### src/shared/pcv_pkg.sv
// constants for the pcs/pma configuration and status vectors
`default_nettype none
package pcv_pkg;
   // ==========================================
   // vector widths
   localparam int CFG_W  = 536;
   localparam int STAT_W = 448;
   // ==========================================
   // configuration bit positions
   localparam int C_PMA_LOOP   = 0;
   localparam int C_PMA_RST    = 15;
   localparam int C_TX_DIS     = 16;
   localparam int C_PCS_LOOP   = 110;
   localparam int C_PCS_RST    = 111;
   localparam int C_SEED_A_LO  = 112;
   localparam int C_SEED_B_LO  = 176;
   localparam int SEED_W       = 58;
   localparam int C_TP_LO      = 240;
   localparam int TP_W         = 6;
   localparam int C_TIMER_LO   = 384;
   localparam int TIMER_W      = 16;
   localparam int C_SET_PMA_LS = 512;
   localparam int C_CLR_PMA_F  = 513;
   localparam int C_SET_PCS_LS = 516;
   localparam int C_CLR_PCS_F  = 517;
   localparam int C_RST_ST2    = 518;
   localparam int C_RST_TPCNT  = 519;
   // ==========================================
   // status bit positions
   localparam int S_PMA_RST    = 15;
   localparam int S_PMA_LS     = 18;
   localparam int S_PMA_FLT    = 23;
   localparam int S_PMA_RXF    = 42;
   localparam int S_PMA_TXF    = 43;
   localparam int S_SIG_DET    = 48;
   localparam int S_VER_LO     = 192;
   localparam int S_PCS_RST    = 223;
   localparam int S_PCS_LS     = 226;
   localparam int S_PCS_FLT    = 231;
   localparam int S_PCS_RXF    = 250;
   localparam int S_PCS_TXF    = 251;
   localparam int S_BLK_LOCK   = 256;
   localparam int S_HI_BER     = 257;
   localparam int S_PCS_LIVE   = 268;
   localparam int S_ERR_BLK_LO = 272;
   localparam int S_BER_LO     = 280;
   localparam int S_LH_HI_BER  = 286;
   localparam int S_LL_LOCK    = 287;
   localparam int S_TP_ERR_LO  = 288;
   // constant ability bits; the first N_CONST read as one, the last entry (0) is unused
   localparam int S_CONST_ONES [9] = '{32, 40, 44, 45, 47, 240, 255, 258, 0};
   localparam int N_CONST      = 8;
   // ==========================================
   // counter widths and reset values
   localparam int ERR_BLK_W    = 8;
   localparam int BER_W        = 6;
   localparam int TP_ERR_W     = 16;
   localparam logic [15:0] VERSION_RST = 16'h0001; // arbitrary value
endpackage
`default_nettype wire

### src/shared/pcv_cnt_if.sv
// saturating counter link between the vector block and its counters
`timescale 1ns/1ps
`default_nettype none
interface pcv_cnt_if #(parameter int W = 8);
   logic         inc;
   logic         clr;
   logic [W-1:0] value;
   modport cnt  (input inc, input clr, output value);
   modport user (output inc, output clr, input value);
endinterface
`default_nettype wire

### src/hw/pcv_vectors.sv
// pcs/pma configuration and status vector block
//
// Operation
// - takes a 536-bit configuration vector and drives a 448-bit status vector
// - unassigned config bits ignored; emulated status bits show standard defaults
// - config pulse controls imitate set/clear-on-read; user drives them instead of reads
// - cfg 0 pma loopback, 16 tx disable async; cfg 110 pcs loopback clocked
// - seed a from cfg 169:112, seed b from cfg 233:176, clocked
// - cfg 240..245 select data, test pattern, checks, prbs31 tx and rx
// - cfg 399:384 is the async 125 us timer control
// - cfg 512 sets pma link latch; cfg 513 clears pma faults
// - cfg 516 sets pcs link latch; cfg 517 clears pcs faults
// - cfg 518 resets status-2 latches and counters; 519 test pattern counter
// - status 18 latching-low pma link; status 48 signal detect
// - status 42 and 43 pma rx and tx faults, latching high
// - status 23 and 231 are ors of the two fault latches
// - ability and device-responding bits are constants
// - status 226 latching-low pcs link; 250, 251 latching-high pcs faults
// - status 256 block lock, 257 high ber, 268 pcs link, live
// - errored blocks 279:272, ber 285:280, latched ber 286, lock 287
// - test pattern error counter on status 303:288
// - status 15 echoes pma reset; 223 echoes pcs reset on older parts
`timescale 1ns/1ps
`default_nettype none
module pcv_vectors
   import pcv_pkg::*;
#(
   parameter bit          PCS_RST_ECHO = 1'b1,
   parameter logic [15:0] VERSION      = VERSION_RST
) (
   // clock and reset
   input  wire logic                 clk_i,
   input  wire logic                 rst_b_i,
   // management vectors
   input  wire logic [CFG_W-1:0]     cfg_vector_i,
   output logic      [STAT_W-1:0]    status_vector_o,
   // live conditions from the pcs/pma
   input  wire logic                 pma_link_i,
   input  wire logic                 signal_detect_i,
   input  wire logic                 pma_rx_fault_i,
   input  wire logic                 pma_tx_fault_i,
   input  wire logic                 pcs_link_i,
   input  wire logic                 pcs_rx_fault_i,
   input  wire logic                 pcs_tx_fault_i,
   input  wire logic                 block_lock_i,
   input  wire logic                 hi_ber_i,
   input  wire logic                 errored_block_i,
   input  wire logic                 ber_event_i,
   input  wire logic                 tp_error_i,
   // controls to the pcs/pma
   output logic                      pma_loopback_o,
   output logic                      pmd_tx_disable_o,
   output logic                      pcs_loopback_o,
   output logic                      pma_reset_o,
   output logic                      pcs_reset_o,
   output logic      [SEED_W-1:0]    seed_a_o,
   output logic      [SEED_W-1:0]    seed_b_o,
   output logic      [TP_W-1:0]      test_pattern_ctrl_o,
   output logic      [TIMER_W-1:0]   timer_ctrl_o
);
   // ==========================================
   // elaboration check
   if (CFG_W != 536 || STAT_W != 448)
   begin : g_bad_w
      $error("vector widths do not match the bit map");
   end

   // ==========================================
   // counter links
   pcv_cnt_if #(.W(ERR_BLK_W)) err_blk_c ();
   pcv_cnt_if #(.W(BER_W))     ber_c     ();
   pcv_cnt_if #(.W(TP_ERR_W))  tp_err_c  ();

   logic pma_ls;
   logic pma_rxf;
   logic pma_txf;
   logic pcs_ls;
   logic pcs_rxf;
   logic pcs_txf;
   logic lh_hi_ber;
   logic ll_lock;
   logic sig_det;
   logic lock_live;
   logic hi_ber_live;
   logic pcs_live;

   // ==========================================
   // asynchronous controls pass straight through
   assign pma_loopback_o   = cfg_vector_i[C_PMA_LOOP];
   assign pmd_tx_disable_o = cfg_vector_i[C_TX_DIS];
   assign timer_ctrl_o     = cfg_vector_i[C_TIMER_LO +: TIMER_W];

   // ==========================================
   // clocked controls
   always_ff @(posedge clk_i)
   begin
      if (!rst_b_i)
      begin
         pcs_loopback_o      <= 1'b0;
         seed_a_o            <= '0;
         seed_b_o            <= '0;
         test_pattern_ctrl_o <= '0;
      end
      else
      begin
         pcs_loopback_o      <= cfg_vector_i[C_PCS_LOOP];
         seed_a_o            <= cfg_vector_i[C_SEED_A_LO +: SEED_W];
         seed_b_o            <= cfg_vector_i[C_SEED_B_LO +: SEED_W];
         test_pattern_ctrl_o <= cfg_vector_i[C_TP_LO +: TP_W];
      end
   end

   // resets are forwarded as given; the user keeps them to one cycle
   always_ff @(posedge clk_i)
   begin
      if (!rst_b_i)
      begin
         pma_reset_o <= 1'b0;
         pcs_reset_o <= 1'b0;
      end
      else
      begin
         pma_reset_o <= cfg_vector_i[C_PMA_RST];
         pcs_reset_o <= cfg_vector_i[C_PCS_RST];
      end
   end

   // ==========================================
   // live status sampled on the core clock
   always_ff @(posedge clk_i)
   begin
      if (!rst_b_i)
      begin
         sig_det     <= 1'b0;
         lock_live   <= 1'b0;
         hi_ber_live <= 1'b0;
         pcs_live    <= 1'b0;
      end
      else
      begin
         sig_det     <= signal_detect_i;
         lock_live   <= block_lock_i;
         hi_ber_live <= hi_ber_i;
         pcs_live    <= pcs_link_i;
      end
   end

   // ==========================================
   // pma/pmd latches
   // a set pulse reloads from the live level, so a loss in that
   // same cycle is never hidden
   always_ff @(posedge clk_i)
   begin
      if (!rst_b_i)
         pma_ls <= 1'b0;
      else if (cfg_vector_i[C_SET_PMA_LS])
         pma_ls <= pma_link_i;
      else
         pma_ls <= pma_ls & pma_link_i;
   end

   always_ff @(posedge clk_i)
   begin
      if (!rst_b_i)
      begin
         pma_rxf <= 1'b0;
         pma_txf <= 1'b0;
      end
      else if (cfg_vector_i[C_CLR_PMA_F])
      begin
         pma_rxf <= pma_rx_fault_i;
         pma_txf <= pma_tx_fault_i;
      end
      else
      begin
         pma_rxf <= pma_rxf | pma_rx_fault_i;
         pma_txf <= pma_txf | pma_tx_fault_i;
      end
   end

   // ==========================================
   // pcs latches
   always_ff @(posedge clk_i)
   begin
      if (!rst_b_i)
         pcs_ls <= 1'b0;
      else if (cfg_vector_i[C_SET_PCS_LS])
         pcs_ls <= pcs_link_i;
      else
         pcs_ls <= pcs_ls & pcs_link_i;
   end

   always_ff @(posedge clk_i)
   begin
      if (!rst_b_i)
      begin
         pcs_rxf <= 1'b0;
         pcs_txf <= 1'b0;
      end
      else if (cfg_vector_i[C_CLR_PCS_F])
      begin
         pcs_rxf <= pcs_rx_fault_i;
         pcs_txf <= pcs_tx_fault_i;
      end
      else
      begin
         pcs_rxf <= pcs_rxf | pcs_rx_fault_i;
         pcs_txf <= pcs_txf | pcs_tx_fault_i;
      end
   end

   // ==========================================
   // status 2 latches, cleared together with its counters
   always_ff @(posedge clk_i)
   begin
      if (!rst_b_i)
      begin
         lh_hi_ber <= 1'b0;
         ll_lock   <= 1'b0;
      end
      else if (cfg_vector_i[C_RST_ST2])
      begin
         lh_hi_ber <= hi_ber_i;
         ll_lock   <= block_lock_i;
      end
      else
      begin
         lh_hi_ber <= lh_hi_ber | hi_ber_i;
         ll_lock   <= ll_lock & block_lock_i;
      end
   end

   // ==========================================
   // counters
   assign err_blk_c.inc = errored_block_i;
   assign err_blk_c.clr = cfg_vector_i[C_RST_ST2];
   assign ber_c.inc     = ber_event_i;
   assign ber_c.clr     = cfg_vector_i[C_RST_ST2];
   assign tp_err_c.inc  = tp_error_i;
   assign tp_err_c.clr  = cfg_vector_i[C_RST_TPCNT];

   pcv_sat_cnt #(.W(ERR_BLK_W)) u_err_blk (
      .clk_i   (clk_i),
      .rst_b_i (rst_b_i),
      .c       (err_blk_c)
   );

   pcv_sat_cnt #(.W(BER_W)) u_ber (
      .clk_i   (clk_i),
      .rst_b_i (rst_b_i),
      .c       (ber_c)
   );

   pcv_sat_cnt #(.W(TP_ERR_W)) u_tp_err (
      .clk_i   (clk_i),
      .rst_b_i (rst_b_i),
      .c       (tp_err_c)
   );

   // ==========================================
   // status vector assembly
   // bits outside the map read as zero
   always_comb
   begin
      status_vector_o = '0;
      for (int i = 0; i < N_CONST; i++)
         status_vector_o[S_CONST_ONES[i]] = 1'b1;
      status_vector_o[S_VER_LO +: 16]   = VERSION;
      status_vector_o[S_PMA_RST]        = pma_reset_o;
      status_vector_o[S_PCS_RST]        = PCS_RST_ECHO & pcs_reset_o;
      status_vector_o[S_PMA_LS]         = pma_ls;
      status_vector_o[S_PMA_RXF]        = pma_rxf;
      status_vector_o[S_PMA_TXF]        = pma_txf;
      status_vector_o[S_PMA_FLT]        = pma_rxf | pma_txf;
      status_vector_o[S_SIG_DET]        = sig_det;
      status_vector_o[S_PCS_LS]         = pcs_ls;
      status_vector_o[S_PCS_RXF]        = pcs_rxf;
      status_vector_o[S_PCS_TXF]        = pcs_txf;
      status_vector_o[S_PCS_FLT]        = pcs_rxf | pcs_txf;
      status_vector_o[S_BLK_LOCK]       = lock_live;
      status_vector_o[S_HI_BER]         = hi_ber_live;
      status_vector_o[S_PCS_LIVE]       = pcs_live;
      status_vector_o[S_ERR_BLK_LO +: ERR_BLK_W] = err_blk_c.value;
      status_vector_o[S_BER_LO +: BER_W]         = ber_c.value;
      status_vector_o[S_LH_HI_BER]      = lh_hi_ber;
      status_vector_o[S_LL_LOCK]        = ll_lock;
      status_vector_o[S_TP_ERR_LO +: TP_ERR_W]   = tp_err_c.value;
   end
endmodule
`default_nettype wire

### src/hw/pcv_sat_cnt.sv
// saturating event counter with synchronous clear
`timescale 1ns/1ps
`default_nettype none
module pcv_sat_cnt #(
   parameter int W = 8
) (
   // clock and reset
   input  wire logic clk_i,
   input  wire logic rst_b_i,
   // counter link
   pcv_cnt_if.cnt    c
);
   // ==========================================
   // elaboration check
   // the clear-with-event path needs at least one padding bit
   if (W < 2 || W > 32)
   begin : g_bad_w
      $error("counter width out of range");
   end

   // ==========================================
   // counter
   // an event in the clearing cycle counts as the first one
   always_ff @(posedge clk_i)
   begin
      if (!rst_b_i)
         c.value <= '0;
      else if (c.clr)
         c.value <= {{(W-1){1'b0}}, c.inc};
      else if (c.inc && !(&c.value))
         c.value <= c.value + {{(W-1){1'b0}}, 1'b1};
   end
endmodule
`default_nettype wire

### config.mk
export PLATFORM = sky130hd
export DESIGN_NAME = pcv_vectors
export DESIGN_NICKNAME = d
export VERILOG_FILES = /design/src/shared/pcv_pkg.sv /design/src/shared/pcv_cnt_if.sv /design/src/hw/pcv_vectors.sv /design/src/hw/pcv_sat_cnt.sv
export SDC_FILE = /design/constraint.sdc
export NUM_CORES = 1
export LEC_CHECK = 0
export ABC_CLOCK_PERIOD_IN_PS = 2450
export BUFFER_PORTS_ARGS = -buffer_cell sky130_fd_sc_hd__buf_2
export CAP_MARGIN = 20
export CORE_AREA = 3 3 442 444
export CTS_CLUSTER_SIZE = 25
export DETAILED_ROUTE_END_ITERATION = 6
export DIE_AREA = 0 0 445 447
export GPL_ROUTABILITY_DRIVEN = 0
export SYNTH_ARGS = -nofsm -noshare
export SYNTH_HDL_FRONTEND = slang
export SYNTH_HIERARCHICAL = 1
export SYNTH_SLANG_ARGS = --single-unit
### constraint.sdc
create_clock -name clk_i -period 2.45 [get_ports clk_i]
set_clock_uncertainty 0.2 [all_clocks]
set_input_delay 0.245 -clock clk_i [delete_from_list [all_inputs] [get_ports clk_i]]
set_output_delay 0.245 -clock clk_i [all_outputs]
set_load 0.05 [all_outputs]
==> After elaboration in Yosys (flattened, before gate mapping) <==
Cells that the tools add are included.
Widths: inputs -> output; s select.
{ "word_totals": {"ff_bits": 167, "wordCells": 66, "input_bits": 550} }
{ "classes": {"addsub": 3, "reduce_logical": 14, "bitwise_logic": 11, "muxes": 14} }
{ "ops": {"columns": ["operator", "n"], "rows": [
  ["$add 16x1->16 const B", 1],
  ["$reduce_and 16->1", 1],
  ["$mux 1", 14],
  ["$add 8x1->8 const B", 1],
  ["$reduce_and 8->1", 1],
  ["$or 1x1->1", 7],
  ["$add 6x1->6 const B", 1],
  ["$reduce_and 6->1", 1],
  ["$reduce_bool 2->1", 3],
  ["$reduce_or 2->1", 2],
  ["$and 1x1->1", 3],
  ["$logic_and 1x1->1", 3],
  ["$logic_not 1->1", 3],
  ["$not 1->1", 1]
]} }

==> Logic depth before layout (Yosys ltp) <==
{ "logic_depth": {"word_depth": 5, "depth_mapped": 5} }

==> Modules after synthesis <==
The synthesis kept the hierarchy.
{ "modules_own_cells": {"columns": ["module", "n_inst", "seq_area_each_um2", "area_per_inst_um2", "cells_per_inst"], "rows": [
  ["pcv_vectors", 1, 2742.6, 7034.2, 731],
  ["pcv_sat_cnt (u_tp_err)", 1, 320.3, 887.1, 107],
  ["pcv_sat_cnt (u_err_blk)", 1, 160.2, 450.4, 54],
  ["pcv_sat_cnt (u_ber)", 1, 120.1, 335.3, 37]
]} }

==> Worst setup path before layout <==
Ideal clock, no wire load.
{ "synth_path": {"path_kind": "flip-flop to flip-flop", "startpoint": "register u_tp_err.c.value[0]", "endpoint": "register u_tp_err.c.value[2]", "arrival_ns": 2.018, "setup_ns": 0.060, "n_path_buf": 0, "path_stages_with_launch": 6, "setup_slack_ns": 0.173, "cell_sequence": "dfxtp_1 ha_1 nand4_2 or4_4 a31oi_1 a41o_1"} }
{ "synth_between": {"elab_chain_len": 3} }
{ "synth_rtl": {"columns": ["item", "line", "rtl"], "rows": [
  ["start: declaration", "pcv_cnt_if.sv:8", "modport cnt (input inc, input clr, output value);"],
  ["start signal: assignment", "pcv_sat_cnt.sv:29", "c.value <= {{(W-1){1'b0}}, c.inc};"],
  ["start signal: assignment", "pcv_sat_cnt.sv:31", "c.value <= c.value + {{(W-1){1'b0}}, 1'b1};"],
  ["branches (longest 3 deep; another with $add 16x1->16)", null, null]
]} }
Parallel ways; which one is timed is not known.
A chain may end at the register's enable or synchronous reset.

==> Final worst setup path <==
{ "layout_path": {"startpoint": "input port tp_error_i", "endpoint": "register u_tp_err.c.value[0]"} }
{ "layout_between": {"elab_chain_len": 2} }
{ "layout_rtl": {"columns": ["item", "line", "rtl"], "rows": [
  ["start: declaration", "pcv_vectors.sv:49", "input wire logic tp_error_i,"],
  ["$logic_and 1x1->1", "pcv_sat_cnt.sv:30", "else if (c.inc && !(&c.value))"],
  ["$reduce_bool 2->1 (no line)", null, null]
]} }
Several ways; a longest one is shown, not always the timed one.

==> summary.md <==
| Metric | Value |
|---|---|
| Max FO, Critical Path | 13 |
| NetSw | 3590 uW |
| Post-synth top cells | 436 x buf_4, 167 x dfxtp_1, 128 x and2_1 |
| Worst path buffer plus inverter count | 4 |
| Clock root buffer | clkbuf_16 |
| EDFF count, synth | 0 |
| Stages on the worst setup path | 7 |
| DIE WIDTH | 445 um |
| Ratio of cells with drive above 1 in the final layout | 26.6% |
| Routed via count | 6531 |
| Simple-gate share of the synthesized area | 16.1% |
| Starting Density | 4.54% |
| Xor and xnor area share after synthesis | 0.201% |
| Initial antenna violation count | 14 |
| Setup Viol. Count Final | 0 |
| # IOs | 1141 |
| Fmax | 421 MHz |
| Most common cell in the netlist | buf_4 |
| RSZ-0062 raised after global routing | false |
| Cell taking the most area after synthesis | dfxtp_1 |
| Final WL | between 40 and 50 mm |
| Post-synthesis adder-cell area fraction | 0.431% |
| Layout area overhead | 57.2% |
| Power Internal | 4710 uW |
| Setup bufs post-CTS | 0 |
| Worst path required time | 2.64 ns |
| Sw Share | 43.3% |
| Leak | a little under 0.006 uW |
| Status | finished clean |
| Synth Area per Inst | 9.37 um2 |
| CTS tree | done |
| Crit. End Element | flop |
| Setup TNS | 0 ns |
| Reg2reg path depth | 5 |
| ANT nets after route | 0 |
| Class of the worst hold path | input pin to flop |
| Max Buffers Root-to-Sink | 2 |
| CP most frequent cell | dlygate4sd3_1 |
| Finished Cell Area | 13700 um2 |
| Worst path arrival time | 2.56 ns |
| Sequential share of power | 34.7% |
| DRC Markers | 0 |
| Cell Area, Placed | 11600 um2 |
| First-pass GRT wire length | 48.6 mm |
| Final min period | 2.37 ns |
| Worst hold slack | ~0.04 ns |
| Top cell type's share of synthesized area | 38.4% |
| Synth area leaders | dfxtp_1 38%, buf_4 38%, and2_1 9.2% |
| CTS sink count | 167 |
| Die Y | 447 um |
| Largest net degree at the start of global routing | 70 |
| Yosys reg bits | around 170 |
| VDD IR max | approximately 0.48 mV |
| Power Density | 606 nW/um2 |
| Main synth FF type | dfxtp_1 |
| Synthesized area | between 8000 and 9000 um2 |
| CP max stage cell | dlygate4sd3_1 |
| Mapped Cells | 929 |
| H-tree level count | 4 |
| MaxCap Viol Count | 0 |
| Core Region | around 190000 um2 |
| Row cnt | around 160 |
| Drt initial violations | 236 |
| Detail Placement HPWL | 34.1 mm |
| Largest family of logic cells by synthesized area | buffers and inverters |
| Clock Power Share | 34.8% |
| Final hold violation count | 0 |
| Final Net Count | 1915 |
| # port buffers | ~320 |
| Worst-skew pair later-pin latency | 0.50 ns |
| End-of-flow core utilization | 7.13% |
| CTS buffer count | 17 |
| Synth unique cells | 51 |
| Critical path type | input pin to flop |
| Worst-margin pin slew | 0.554 ns |
| Async SR Flop Fraction | 0% |
| WHS Path Cells | 2 |
| Die area | 199000 um2 |
| Grt total ovfl | 0 |
| Via/cell ratio | 1.67 |
| Final Max Tran Viols | 0 |
| Critical path, cell by cell | dlygate4sd3_1, buf_2, nand2_1, dlygate4sd3_1, o21ai_0, dlygate4sd3_1, o31a_1 |
| Multiplexer share of the synthesized area | 0.575% |
| Synth Area in Compound Gates | 4.76% |
| Routed wire per std cell | 10.3 um |
| Share of total power in combinational logic | 30.5% |
| Delay-heaviest family, CP | buffers and inverters |
| Clk slew on worst S/H paths | 0.08 ns |
| Worst slew margin | between 60% and 70% |
| CP startpoint kind | input pin |
| Max incr delay on CP | 0.58 ns |
| Register area share after synthesis | 38.4% |
| Synth warn | 6 |
| Period utilization | 96.9% |
| Drt pass-1 iters | 4 |
| Vias in the first global route | 5789 |
| All-layer global routing usage | 3.82% |
-- sequential cells by signal, summed over array words and instances, names as in the netlist, 6 cells and up --
signal	count
u_tp_err/c.value	16
u_err_blk/c.value	8
seed_b_o	58
test_pattern_ctrl_o	6
u_ber/c.value	6
seed_a_o	58
-- logic make-up after synthesis --
group           after synthesis
buf+inv                     461
simple gates                231
flops                       167
compound gates               58
mux                           5
fa+ha+maj                     3
other cells                   2
xor+xnor                      2
-- layout make-up --
type / instances / area [um2]
clock inverter: 15 / 174
inverter: 5 / 18.8
timing repair buffer: 470 / 3130
fill: 22369 / 178000
multi-input combinational: 701 / 3430
antenna: 2 / 5.00
clock buffer: 17 / 425
sequential: 167 / 3340
tap: 2526 / 3160
-- final timing paths --
kind,start,slack (ns),endpoint
hold reg to reg,ll_lock$_SDFF_PN0_,0.27,ll_lock$_SDFF_PN0_
hold / removal,rst_b_i,0.04,seed_b_o[26]$_SDFF_PN0_
setup reg to reg,u_tp_err/c.value[1]$_SDFFE_PP0P_,0.44,u_tp_err/c.value[2]$_SDFFE_PP0P_
setup / recovery,tp_error_i,0.08,u_tp_err/c.value[0]$_SDFFE_PN0P_
-- cells in the final DEF, fill, tap and decap left out, types with 7 or more instances in the layout --
| cell type | n |
|---|---|
| a31oi_1 | 10 |
| and2_1 | 128 |
| and3_1 | 8 |
| buf_2 | 314 |
| clkbuf_16 | 17 |
| conb_1 | 402 |
| dfxtp_1 | 167 |
| dlygate4sd3_1 | 149 |
| nand2_1 | 20 |
| nand2b_1 | 8 |
| nand3_1 | 11 |
| nor2_1 | 13 |
| nor2b_1 | 8 |
| o21a_1 | 7 |
-- routing by layer --
| layer | vias up | part of all wire, % | global-route usage, % |
|---|---|---|---|
| met5 | - | 0 | 0 |
| met4 | 0 | 5.4 | 2.52 |
| met3 | 69 | 17 | 2.68 |
| met2 | 554 | 52 | 6.98 |
| met1 | 2901 | 26 | 2.80 |
| li1 | 3007 | - | - |
-- power groups by stage --
stage / clock network [uW] / registers (uW) / logic (uW)
after floorplan: 0 / 3350 / 2140
after detailed placement: 0 / 2940 / 2330
final: 2880 / 2880 / 2530
after global routing: 3160 / 2890 / 2640
after global placement: 0 / 2940 / 2330
after CTS: 3110 / 2880 / 2540
-- what timing repair did --
item / 4_1_cts / 5_1_grt
gates resized for setup: 0 / 0
hold buffers: 149 / 0
endpoints found under the hold margin: 159 / 0
-- per-stage QoR --
stage               total power [uW]  instances  worst slack (ns)
global placement                5270       3720             0.475
floorplan                       5490       1329             0.173
global route                    8690       3902            0.0311
finish                          8300       3903            0.0762
detailed placement              5270       3720             0.436
CTS                             8530       3901             0.191
(Power assumes the default switching activity.)
